--- src/hw/esp_pkg.sv ---
package esp_pkg;
   localparam int ADDR_W = 2;
   // Register offsets
   localparam logic [1:0] OFS_DATA = 2'h0;
   localparam logic [1:0] OFS_CTRL = 2'h1;
   localparam logic [1:0] OFS_PWR = 2'h2;
   localparam logic [1:0] OFS_RELOAD = 2'h3;
   // serial_control_reg fields
   localparam int CTL_MODE_LO = 6;
   localparam int CTL_MP = 5;
   localparam int CTL_REN = 4;
   localparam int CTL_TX9 = 3;
   localparam int CTL_RX9 = 2;
   localparam int CTL_TXF = 1;
   localparam int CTL_RXF = 0;
   // power_control_reg fields
   localparam int PWR_DBL = 7;
   localparam int PWR_RX_T2 = 5;
   localparam int PWR_TX_T2 = 4;
   localparam int PWR_X2 = 0;
   localparam logic [7:0] RST_BYTE = 8'h00;
   // Mode encodings
   localparam logic [1:0] MODE_SHIFT = 2'b00;
   localparam logic [1:0] MODE_10BIT = 2'b01;
   localparam logic [1:0] MODE_11FIX = 2'b10;
   localparam logic [1:0] MODE_11VAR = 2'b11;
   // Cycle, tick and bit counts
   localparam logic [3:0] M0_DIV_12 = 4'hc;
   localparam logic [3:0] M0_DIV_6 = 4'h6;
   localparam logic [3:0] T1_PRESCALE = 4'hc;
   localparam logic [6:0] M2_N_12 = 7'h40;
   localparam logic [6:0] M2_N_6 = 7'h20;
   localparam logic [2:0] HALF_TICKS_12 = 3'h1;
   localparam logic [2:0] HALF_TICKS_6 = 3'h2;
   localparam logic [3:0] SMP_A = 4'h7;
   localparam logic [3:0] SMP_B = 4'h8;
   localparam logic [3:0] SMP_C = 4'h9;
   localparam logic [3:0] ROLL16 = 4'hf;
   localparam logic [3:0] RX_LAST_BIT = 4'h9;
   localparam logic [3:0] TX_BITS_M1 = 4'ha;
   localparam logic [3:0] TX_BITS_M23 = 4'hb;
   localparam logic [2:0] M0_LAST_BIT = 3'h7;

   typedef struct packed {
      logic [1:0] mode;
      logic dbl;
      logic x2;
   } esp_cfg_t;
endpackage

--- src/hw/esp_baud.sv ---
`timescale 1ns/1ps
`default_nettype none
module esp_baud
   import esp_pkg::*;
(
   input wire logic sys_clk_i,
   input wire logic rst_i,
   input wire esp_cfg_t cfg_i,
   input wire logic use_t2_i,
   input wire logic t1_ovf_i,
   input wire logic t2_ovf_i,
   output logic tick_o
);
   logic [2:0] pend_q;
   logic [2:0] pend_d;
   logic [5:0] div_q;
   logic [5:0] m2_per;
   logic [2:0] half;
   logic ovf;
   logic tick_d;

   // Timer-fed modes: half sample ticks per overflow, so 6-clock doubling keeps exact rate
   always_comb begin
      m2_per = 6'((cfg_i.x2 ? M2_N_6 : M2_N_12) >> (4 + int'(cfg_i.dbl)));
      half = (cfg_i.x2 ? HALF_TICKS_6 : HALF_TICKS_12) << cfg_i.dbl;
      ovf = use_t2_i ? t2_ovf_i : t1_ovf_i;
      pend_d = pend_q + (ovf ? half : 3'h0);
      tick_d = 1'b0;
      if (pend_d >= 3'h2) begin
         tick_d = 1'b1;
         pend_d = pend_d - 3'h2;
      end
   end

   always_ff @(posedge sys_clk_i or posedge rst_i) begin
      if (rst_i) begin
         pend_q <= 3'h0;
         div_q <= 6'h00;
         tick_o <= 1'b0;
      end else if (cfg_i.mode == MODE_11FIX) begin
         pend_q <= 3'h0;
         div_q <= (div_q >= m2_per - 6'h01) ? 6'h00 : div_q + 6'h01;
         tick_o <= (div_q >= m2_per - 6'h01);
      end else begin
         div_q <= 6'h00;
         pend_q <= pend_d;
         tick_o <= tick_d;
      end
   end
endmodule
`default_nettype wire

--- src/hw/esp_top.sv ---
`timescale 1ns/1ps
`default_nettype none
module esp_top
   import esp_pkg::*;
(
   input wire logic sys_clk_i,
   input wire logic rst_i,
   input wire logic [ADDR_W-1:0] reg_addr_i,
   input wire logic [7:0] reg_wdata_i,
   input wire logic reg_wr_i,
   input wire logic reg_rd_i,
   output logic [7:0] reg_rdata_o,
   input wire logic rxd_i,
   output logic rxd_o,
   output logic rxd_oe_o,
   output logic txd_o,
   input wire logic t2_ovf_i
);
   typedef enum logic [1:0] {M0_IDLE, M0_TX, M0_RX} esp_m0_st_t;
   typedef enum logic [1:0] {TX_IDLE, TX_WAIT, TX_SEND} esp_tx_st_t;
   typedef enum logic {RX_IDLE, RX_BITS} esp_rx_st_t;

   function automatic logic maj3(input logic a, input logic b, input logic c);
      maj3 = (a & b) | (a & c) | (b & c);
   endfunction

   logic [1:0] mode_q;
   logic mp_q, ren_q, tx9_q, rx9_q, txf_q, rxf_q;
   logic dbl_q, rx_t2_q, tx_t2_q, x2_q;
   logic [7:0] reload_q, rx_buf_q;
   esp_cfg_t cfg;
   logic wr_data, wr_ctrl, wr_pwr;
   logic txf_set, rxf_set, rx9_load, rx9_val;
   // Timer 1
   logic [3:0] pre_q;
   logic [7:0] t1_q;
   logic t1_ovf;
   // Mode 0
   esp_m0_st_t m0_st_q;
   logic [3:0] m0_cnt_q, m0_div;
   logic [2:0] m0_bit_q;
   logic [7:0] m0_sh_q;
   logic m0_end, m0_done;
   // Async transmit
   esp_tx_st_t tx_st_q;
   logic tx_tick;
   logic [3:0] tx16_q, tx_bit_q;
   logic [10:0] tx_sh_q;
   logic tx_roll, tx_done;
   // Async receive
   esp_rx_st_t rx_st_q;
   logic rx_tick, rx_prev_q, rx_bit, rx_last, rx_accept;
   logic [3:0] rx16_q, rx_idx_q;
   logic [1:0] rx_smp_q;
   logic [8:0] rx_sh_q;

   assign cfg = '{mode: mode_q, dbl: dbl_q, x2: x2_q};
   assign wr_data = reg_wr_i && reg_addr_i == OFS_DATA;
   assign wr_ctrl = reg_wr_i && reg_addr_i == OFS_CTRL;
   assign wr_pwr = reg_wr_i && reg_addr_i == OFS_PWR;

   // Register writes
   always_ff @(posedge sys_clk_i or posedge rst_i) begin
      if (rst_i) begin
         mode_q <= MODE_SHIFT;
         {mp_q, ren_q, tx9_q} <= 3'h0;
         {dbl_q, rx_t2_q, tx_t2_q, x2_q} <= 4'h0;
         reload_q <= RST_BYTE;
      end else begin
         if (wr_ctrl) begin
            mode_q <= reg_wdata_i[CTL_MODE_LO+:2];
            mp_q <= reg_wdata_i[CTL_MP];
            ren_q <= reg_wdata_i[CTL_REN];
            tx9_q <= reg_wdata_i[CTL_TX9];
         end
         if (wr_pwr) begin
            dbl_q <= reg_wdata_i[PWR_DBL];
            rx_t2_q <= reg_wdata_i[PWR_RX_T2];
            tx_t2_q <= reg_wdata_i[PWR_TX_T2];
            x2_q <= reg_wdata_i[PWR_X2];
         end
         if (reg_wr_i && reg_addr_i == OFS_RELOAD) begin
            reload_q <= reg_wdata_i;
         end
      end
   end

   // Done flags: hardware set beats a same-cycle software clear
   always_ff @(posedge sys_clk_i or posedge rst_i) begin
      if (rst_i) begin
         {txf_q, rxf_q, rx9_q} <= 3'h0;
      end else begin
         if (txf_set) begin
            txf_q <= 1'b1;
         end else if (wr_ctrl && !reg_wdata_i[CTL_TXF]) begin
            txf_q <= 1'b0;
         end
         if (rxf_set) begin
            rxf_q <= 1'b1;
         end else if (wr_ctrl && !reg_wdata_i[CTL_RXF]) begin
            rxf_q <= 1'b0;
         end
         if (rx9_load) begin
            rx9_q <= rx9_val;
         end else if (wr_ctrl) begin
            rx9_q <= reg_wdata_i[CTL_RX9];
         end
      end
   end

   // Read data one cycle after the strobe; held otherwise
   always_ff @(posedge sys_clk_i or posedge rst_i) begin
      if (rst_i) begin
         reg_rdata_o <= 8'h00;
      end else if (reg_rd_i) begin
         unique case (reg_addr_i)
            OFS_DATA: reg_rdata_o <= rx_buf_q;
            OFS_CTRL: reg_rdata_o <= {mode_q, mp_q, ren_q, tx9_q, rx9_q, txf_q, rxf_q};
            OFS_PWR: reg_rdata_o <= {dbl_q, 1'b0, rx_t2_q, tx_t2_q, 3'h0, x2_q};
            OFS_RELOAD: reg_rdata_o <= reload_q;
         endcase
      end
   end

   // Timer 1, 8-bit auto-reload, one count per 12 clocks
   assign t1_ovf = pre_q == T1_PRESCALE - 4'h1 && t1_q == 8'hff;
   always_ff @(posedge sys_clk_i or posedge rst_i) begin
      if (rst_i) begin
         pre_q <= 4'h0;
         t1_q <= 8'h00;
      end else begin
         pre_q <= (pre_q == T1_PRESCALE - 4'h1) ? 4'h0 : pre_q + 4'h1;
         if (t1_ovf) begin
            t1_q <= reload_q;
         end else if (pre_q == T1_PRESCALE - 4'h1) begin
            t1_q <= t1_q + 8'h01;
         end
      end
   end

   // Separate generators so each direction may pick its own timer
   esp_baud u_tx_baud (
      .sys_clk_i(sys_clk_i),
      .rst_i(rst_i),
      .cfg_i(cfg),
      .use_t2_i(tx_t2_q),
      .t1_ovf_i(t1_ovf),
      .t2_ovf_i(t2_ovf_i),
      .tick_o(tx_tick)
   );
   esp_baud u_rx_baud (
      .sys_clk_i(sys_clk_i),
      .rst_i(rst_i),
      .cfg_i(cfg),
      .use_t2_i(rx_t2_q),
      .t1_ovf_i(t1_ovf),
      .t2_ovf_i(t2_ovf_i),
      .tick_o(rx_tick)
   );

   // Mode 0 shift engine
   assign m0_div = x2_q ? M0_DIV_6 : M0_DIV_12;
   assign m0_end = m0_cnt_q == m0_div - 4'h1;
   assign m0_done = m0_st_q != M0_IDLE && m0_end && m0_bit_q == M0_LAST_BIT;
   always_ff @(posedge sys_clk_i or posedge rst_i) begin
      if (rst_i) begin
         m0_st_q <= M0_IDLE;
         m0_cnt_q <= 4'h0;
         m0_bit_q <= 3'h0;
         m0_sh_q <= 8'h00;
      end else if (mode_q != MODE_SHIFT) begin
         m0_st_q <= M0_IDLE;
      end else if (wr_data) begin
         m0_st_q <= M0_TX;
         m0_sh_q <= reg_wdata_i;
         m0_cnt_q <= 4'h0;
         m0_bit_q <= 3'h0;
      end else if (m0_st_q == M0_IDLE) begin
         m0_cnt_q <= 4'h0;
         m0_bit_q <= 3'h0;
         if (!rxf_q && ren_q) begin
            m0_st_q <= M0_RX;
         end
      end else begin
         m0_cnt_q <= m0_end ? 4'h0 : m0_cnt_q + 4'h1;
         // Sample on the rising shift clock, mid bit
         if (m0_st_q == M0_RX && m0_cnt_q == (m0_div >> 1)) begin
            m0_sh_q <= {rxd_i, m0_sh_q[7:1]};
         end
         if (m0_end) begin
            m0_bit_q <= m0_bit_q + 3'h1;
            if (m0_st_q == M0_TX) begin
               m0_sh_q <= {1'b1, m0_sh_q[7:1]};
            end
            if (m0_bit_q == M0_LAST_BIT) begin
               m0_st_q <= M0_IDLE;
            end
         end
      end
   end

   // Async transmit, bit times locked to the free divide-by-16
   assign tx_roll = tx_tick && tx16_q == ROLL16;
   assign tx_done = tx_st_q == TX_SEND && tx_roll
                    && tx_bit_q == ((mode_q == MODE_10BIT) ? TX_BITS_M1 : TX_BITS_M23) - 4'h1;
   always_ff @(posedge sys_clk_i or posedge rst_i) begin
      if (rst_i) begin
         tx_st_q <= TX_IDLE;
         tx16_q <= 4'h0;
         tx_bit_q <= 4'h0;
         tx_sh_q <= 11'h7ff;
      end else begin
         if (tx_tick) begin
            tx16_q <= tx16_q + 4'h1;
         end
         if (wr_data && mode_q != MODE_SHIFT) begin
            tx_st_q <= TX_WAIT;
            // Mode 1 puts the stop bit where modes 2 and 3 put the ninth bit
            tx_sh_q <= {1'b1, (mode_q == MODE_10BIT) ? 1'b1 : tx9_q, reg_wdata_i, 1'b0};
            tx_bit_q <= 4'h0;
         end else if (mode_q == MODE_SHIFT) begin
            tx_st_q <= TX_IDLE;
         end else if (tx_st_q == TX_WAIT && tx_roll) begin
            tx_st_q <= TX_SEND;
         end else if (tx_st_q == TX_SEND && tx_roll) begin
            tx_sh_q <= {1'b1, tx_sh_q[10:1]};
            tx_bit_q <= tx_bit_q + 4'h1;
            if (tx_done) begin
               tx_st_q <= TX_IDLE;
            end
         end
      end
   end

   // Async receive with 16x majority sampling
   assign rx_bit = maj3(rx_smp_q[1], rx_smp_q[0], rxd_i);
   assign rx_last = rx_st_q == RX_BITS && rx_tick && rx16_q == SMP_C && rx_idx_q == RX_LAST_BIT;
   // Same test serves the mode 1 stop bit and the mode 2/3 ninth bit
   assign rx_accept = rx_last && !rxf_q && (!mp_q || rx_bit);
   always_ff @(posedge sys_clk_i or posedge rst_i) begin
      if (rst_i) begin
         rx_st_q <= RX_IDLE;
         rx_prev_q <= 1'b1;
         rx16_q <= 4'h0;
         rx_idx_q <= 4'h0;
         rx_smp_q <= 2'h3;
         rx_sh_q <= 9'h1ff;
      end else if (mode_q == MODE_SHIFT) begin
         rx_st_q <= RX_IDLE;
         rx_prev_q <= 1'b1;
      end else if (rx_tick) begin
         rx_prev_q <= rxd_i;
         if (rx_st_q == RX_IDLE) begin
            if (ren_q && rx_prev_q && !rxd_i) begin
               rx_st_q <= RX_BITS;
               rx16_q <= 4'h0;
               rx_idx_q <= 4'h0;
               rx_sh_q <= 9'h1ff;
            end
         end else begin
            rx16_q <= rx16_q + 4'h1;
            if (rx16_q == SMP_A || rx16_q == SMP_B) begin
               rx_smp_q <= {rx_smp_q[0], rxd_i};
            end
            if (rx16_q == SMP_C) begin
               rx_idx_q <= rx_idx_q + 4'h1;
               if ((rx_idx_q == 4'h0 && rx_bit) || rx_idx_q == RX_LAST_BIT) begin
                  rx_st_q <= RX_IDLE;
               end else if (rx_idx_q != 4'h0) begin
                  rx_sh_q <= {rx_bit, rx_sh_q[8:1]};
               end
            end
         end
      end
   end

   // Receive buffer only changes on an accepted frame or a finished mode 0 reception
   always_ff @(posedge sys_clk_i or posedge rst_i) begin
      if (rst_i) begin
         rx_buf_q <= RST_BYTE;
      end else if (rx_accept) begin
         rx_buf_q <= rx_sh_q[8:1];
      end else if (m0_done && m0_st_q == M0_RX) begin
         rx_buf_q <= m0_sh_q;
      end
   end

   assign txf_set = tx_done || (m0_done && m0_st_q == M0_TX);
   assign rxf_set = rx_accept || (m0_done && m0_st_q == M0_RX);
   assign rx9_load = rx_accept;
   assign rx9_val = rx_bit;

   // Pins; mode 0 shift clock idles high
   always_ff @(posedge sys_clk_i or posedge rst_i) begin
      if (rst_i) begin
         txd_o <= 1'b1;
         rxd_o <= 1'b1;
         rxd_oe_o <= 1'b0;
      end else if (mode_q == MODE_SHIFT) begin
         txd_o <= m0_st_q == M0_IDLE || m0_cnt_q >= (m0_div >> 1);
         rxd_o <= m0_sh_q[0];
         rxd_oe_o <= m0_st_q == M0_TX;
      end else begin
         txd_o <= tx_st_q == TX_SEND ? tx_sh_q[0] : 1'b1;
         rxd_o <= 1'b1;
         rxd_oe_o <= 1'b0;
      end
   end
endmodule
`default_nettype wire

--- config.mk ---
export PLATFORM = sky130hd
export DESIGN_NAME = esp_top
export DESIGN_NICKNAME = d
export VERILOG_FILES = /design/src/hw/esp_pkg.sv /design/src/hw/esp_baud.sv /design/src/hw/esp_top.sv
export SDC_FILE = /design/constraint.sdc
export NUM_CORES = 1
export LEC_CHECK = 0
export BUFFER_PORTS_ARGS = -buffer_cell sky130_fd_sc_hd__buf_2
export CAP_MARGIN = 20
export CORE_MARGIN = 2
export CORE_UTILIZATION = 45
export CTS_BUF_LIST = sky130_fd_sc_hd__clkbuf_8
export DETAILED_ROUTE_END_ITERATION = 6
export PLACE_DENSITY = 0.6
export SLEW_MARGIN = 20
export SYNTH_ARGS = -nofsm -noshare
export SYNTH_HDL_FRONTEND = slang
export SYNTH_HIERARCHICAL = 1
export SYNTH_SLANG_ARGS = --single-unit
--- constraint.sdc ---
create_clock -name sys_clk_i -period 5.05 [get_ports sys_clk_i]
set_input_delay 0.2525 -clock sys_clk_i [delete_from_list [all_inputs] [get_ports sys_clk_i]]
set_output_delay 0.2525 -clock sys_clk_i [all_outputs]
set_load 0.01 [all_outputs]
==> impl_metrics.tcl <==
set metrics [dict create \
    status "finished, final reports clean" \
    grt_pass1_wl_mm 24.2 \
    fin_crit_sh 0.606 \
    clockBufferDepth 2 \
    rows 44 \
    final_cell_count_no_fill 837 \
    reg2reg_depth 12 \
    holdCritStartpoint "reg_wdata_i[6]" \
    hold-worst-slack_ns 0.0372 \
    clk_latency_ns 0.45 \
    netlist_area_sq_um 6710 \
    criticalPathCategory "flip-flop to flip-flop" \
    finalSetupTns_ns 0 \
    ant_nets 0 \
    rsz0062_at_grt "false" \
    antenna_cells 0 \
    tightestPinTransition_ns 0.965 \
    r2r_end "u_tx_baud/pend_q[1]$_DFF_PP0_" \
    placed_area_sq_um 7030 \
    dp_hpwl_mm 10.0 \
    synth-edff-count 0 \
    layout.nets 693 \
    start_kind "flip-flop" \
    stdcell_area_sq_um 7500 \
    dr.pass1.iters 4 \
    track_usage 0.192 \
    area_growth_pct 11.7 \
    cts_tree "yes" \
    switchingPower_uw 939 \
    vdd_drop_max_mv 0.218 \
    initialDrtViolationCount 234 \
    seq_power_share 0.479 \
    port_buffers 26 \
    drv_slew 0 \
    p_per_area_nw_per_um2 418 \
    grt_start_max_net_pins 71 \
    die-width_um 126 \
    wl_mm 14.2 \
    finalSetupViolCount 0 \
    initial_core_util 0.462 \
    r2r_setup_slack_ns 1.99 \
    maxCapViolCount 0 \
    cp_data_arrival_time_ns 3.41 \
    die_area_sq_um 15900 \
    gp_congestion 0.781 \
    cp_top_family "simple AND/OR/NAND/NOR gates" \
    antenna_found_initial 0 \
    p_sw_frac 0.300 \
    synthFlopType "dfrtp_1" \
    grt-ovfl-total 0 \
    netlist_instances 607 \
    synth-async-reset-ratio 1.00 \
    min_path_cells 3 \
    cp.depth 12 \
    yosysTopAreaCell "dfrtp_1" \
    p_leak_uw 0.00325 \
    holdPathEnd "tx_sh_q[7]$_DFFE_PP1P_" \
    max_freq_mhz 327 \
    yosysTopAreaCellShare 0.392 \
    clock_tree.root_cell "clkbuf_8" \
    yosys-top-cells-area "dfrtp_1 39%, dfstp_2 9.0%, ha_1 6.5%" \
    placed_cells 804 \
    io_pins 27 \
    internal-power_uw 2190 \
    max_slew_margin 0.354 \
    critPathRequiredTime_ns 5.39 \
    combPwrFrac 0.201 \
    cts_sinks 128 \
    core-area_sq_um 14500 \
    clock_power_share 0.320 \
    path_cells "ha_1 -> nand3b_1 -> nor4_1 -> buf_4 -> mux2_4 -> and2_1 -> ha_1 -> inv_1 -> fa_1 -> xor2_1 -> xnor2_1 -> and2b_1" \
    layout-drive-gt1-share 0.207 \
    power_uw 3130 \
    yosys.cell_types.count 74 \
    hold_path.class "primary input to flip-flop" \
    grt_pass1_vias 4729 \
    clk_pin_slew_ns 0.08 \
    wire_per_inst_um 17.0 \
    fill_cells 1350 \
    ys_seq_elements 128 \
    critPathSlowestCell "fa_1" \
    drc_errors 0 \
    crit_path_max_incr_delay_ns 0.39 \
    cp_max_fo 12 \
    yosys_warnings 6 \
    numCtsBuffers 17 \
    fin_crit_ns 3.06 \
    finClkSkew_ns 0.0110 \
    viasPerCell 5.61 \
    cp-end-kind "flip-flop" \
    die_h_um 126 \
    path_buf_inv 2 \
    avgSynthCellArea_sq_um 11.1 \
    post_cts_buffers 0 \
    ctsHtreeMaxLevel 4 \
    hold_violations 0 \
    crit_top_cell "ha_1" \
    vias 4696 \
    ys_seq_area_frac 0.482 \
    r2r-start "pre_q[0]$_DFF_PP0_" \
]
[area by class of cell]
class / count / area (sq um) / share of cell area
multi-input cells: 425 / 3260 / 0.434
flip-flops and latches: 128 / 3230 / 0.431
clock buffers: 22 / 303 / 0.0404
well taps: 184 / 230 / 0.0307
repair buffers: 33 / 185 / 0.0247
clock inverters: 10 / 156 / 0.0209
inverters: 35 / 134 / 0.0179
[sequential cells by signal (all words and copies together) (netlist names), 4 cells and up]
name,flops
rx16_q,4
u_rx_baud/div_q,6
tx16_q,4
rx_buf_q,8
reg_rdata_o,8
t1_q,8
m0_sh_q,8
tx_sh_q,10
m0_cnt_q,4
tx_bit_q,4
rx_idx_q,4
reload_q,8
pre_q,4
rx_sh_q,8
u_tx_baud/div_q,6
[synth_stat cells (3+ instances only)]
master,instances
a22o_1,6
clkbuf_1,11
o22a_1,8
o2111ai_1,3
nand4_1,5
o21ai_0,15
nand3_1,26
mux2i_1,27
nor3b_1,4
xor2_1,9
inv_1,35
and3b_1,6
mux4_2,4
a21oi_1,22
and3_1,11
or3_1,4
nor2b_1,5
a221o_1,7
nand3b_1,7
a2111oi_4,3
nand2b_1,9
ha_1,35
dfstp_2,23
and2_1,6
a31oi_1,7
o21ai_1,15
buf_2,8
nor3_1,7
o211ai_1,6
dfrtp_1,105
nor2_1,47
mux2_2,25
nand2_1,32
xnor2_1,8
[stage by stage]
stage                util  worst slack, ns
global route        0.516             1.74
global placement    0.483             2.21
CTS                 0.516             2.03
detailed placement  0.483             2.03
floorplan               -             1.99
finish              0.516             1.99
[worst max path at each step]
stage | end | slack [ns] | startpoint
floorplan | dbl_q$_DFFE_PP0P_ | 1.99 | rst_i
global placement | u_tx_baud/pend_q[1]$_DFF_PP0_ | 2.21 | pre_q[0]$_DFF_PP0_
detailed placement | u_tx_baud/pend_q[1]$_DFF_PP0_ | 2.03 | pre_q[0]$_DFF_PP0_
CTS | u_tx_baud/pend_q[1]$_DFF_PP0_ | 2.03 | pre_q[0]$_DFF_PP0_
global route | u_tx_baud/pend_q[1]$_DFF_PP0_ | 1.74 | pre_q[0]$_DFF_PP0_
finish | u_tx_baud/pend_q[1]$_DFF_PP0_ | 1.99 | pre_q[0]$_DFF_PP0_
[power groups by stage]
| stage | sequential, uW | clock, uW | combinational, uW |
|---|---|---|---|
| floorplan | 1430 | 0 | 523 |
| global placement | 1510 | 0 | 605 |
| detailed placement | 1520 | 0 | 631 |
| CTS | 1500 | 1030 | 636 |
| global route | 1530 | 1070 | 717 |
| finish | 1500 | 1000 | 628 |
[layer usage]
layer	share of wire	track usage	wire length, um
met4	0.020	0.0730	287
met3	0.034	0.0476	489
met2	0.46	0.288	6600
met5	0	0	0
met1	0.48	0.270	6860
[worst min-delay path, delay by kind of cell]
family	cells	cell delay (ns)
and+or+nand+nor	1	0.05
AOI/OAI and AO/OA	1	0.05
buffers and inverters	1	0.13
[cell families after synthesis]
kind of cell	Yosys count	synth area share
buffers and inverters	58	0.0356
XOR/XNOR	17	0.0222
multiplexers	58	0.100
other	2	0.00112
flip-flops	128	0.482
AND/OR/NAND/NOR	185	0.150
AO/OA/AOI/OAI	121	0.137
adder cells (fa/ha/maj)	38	0.0727
[placed cells by master (no fill, tap or decap), types with 5 or more instances in the layout]
| master | n |
|---|---|
| buf_2 | 26 |
| o21ai_1 | 15 |
| and3b_1 | 6 |
| mux2_2 | 25 |
| nand2b_1 | 9 |
| dfstp_2 | 23 |
| o22a_1 | 8 |
| a22o_1 | 6 |
| nand3_1 | 26 |
| xnor2_1 | 8 |
| nor2b_1 | 5 |
| nand3b_1 | 7 |
| nor2_1 | 46 |
| a221o_1 | 7 |
| o21ai_0 | 15 |
| nand2_1 | 32 |
| a31oi_1 | 7 |
| and3_1 | 11 |
| conb_1 | 6 |
| a21oi_1 | 22 |
| dfrtp_1 | 105 |
| buf_4 | 6 |
| and2_1 | 6 |
| xor2_1 | 9 |
| inv_1 | 35 |
| clkbuf_8 | 22 |
| nand4_1 | 5 |
| mux2i_1 | 27 |
| o211ai_1 | 6 |
| ha_1 | 35 |
| nor3_1 | 7 |
[repair_timing]
action,in CTS,in global routing
hold buffers,1,0
endpoints found under the hold margin,20,0
resized for setup,0,0
Power figures use the tool's default switching activity.
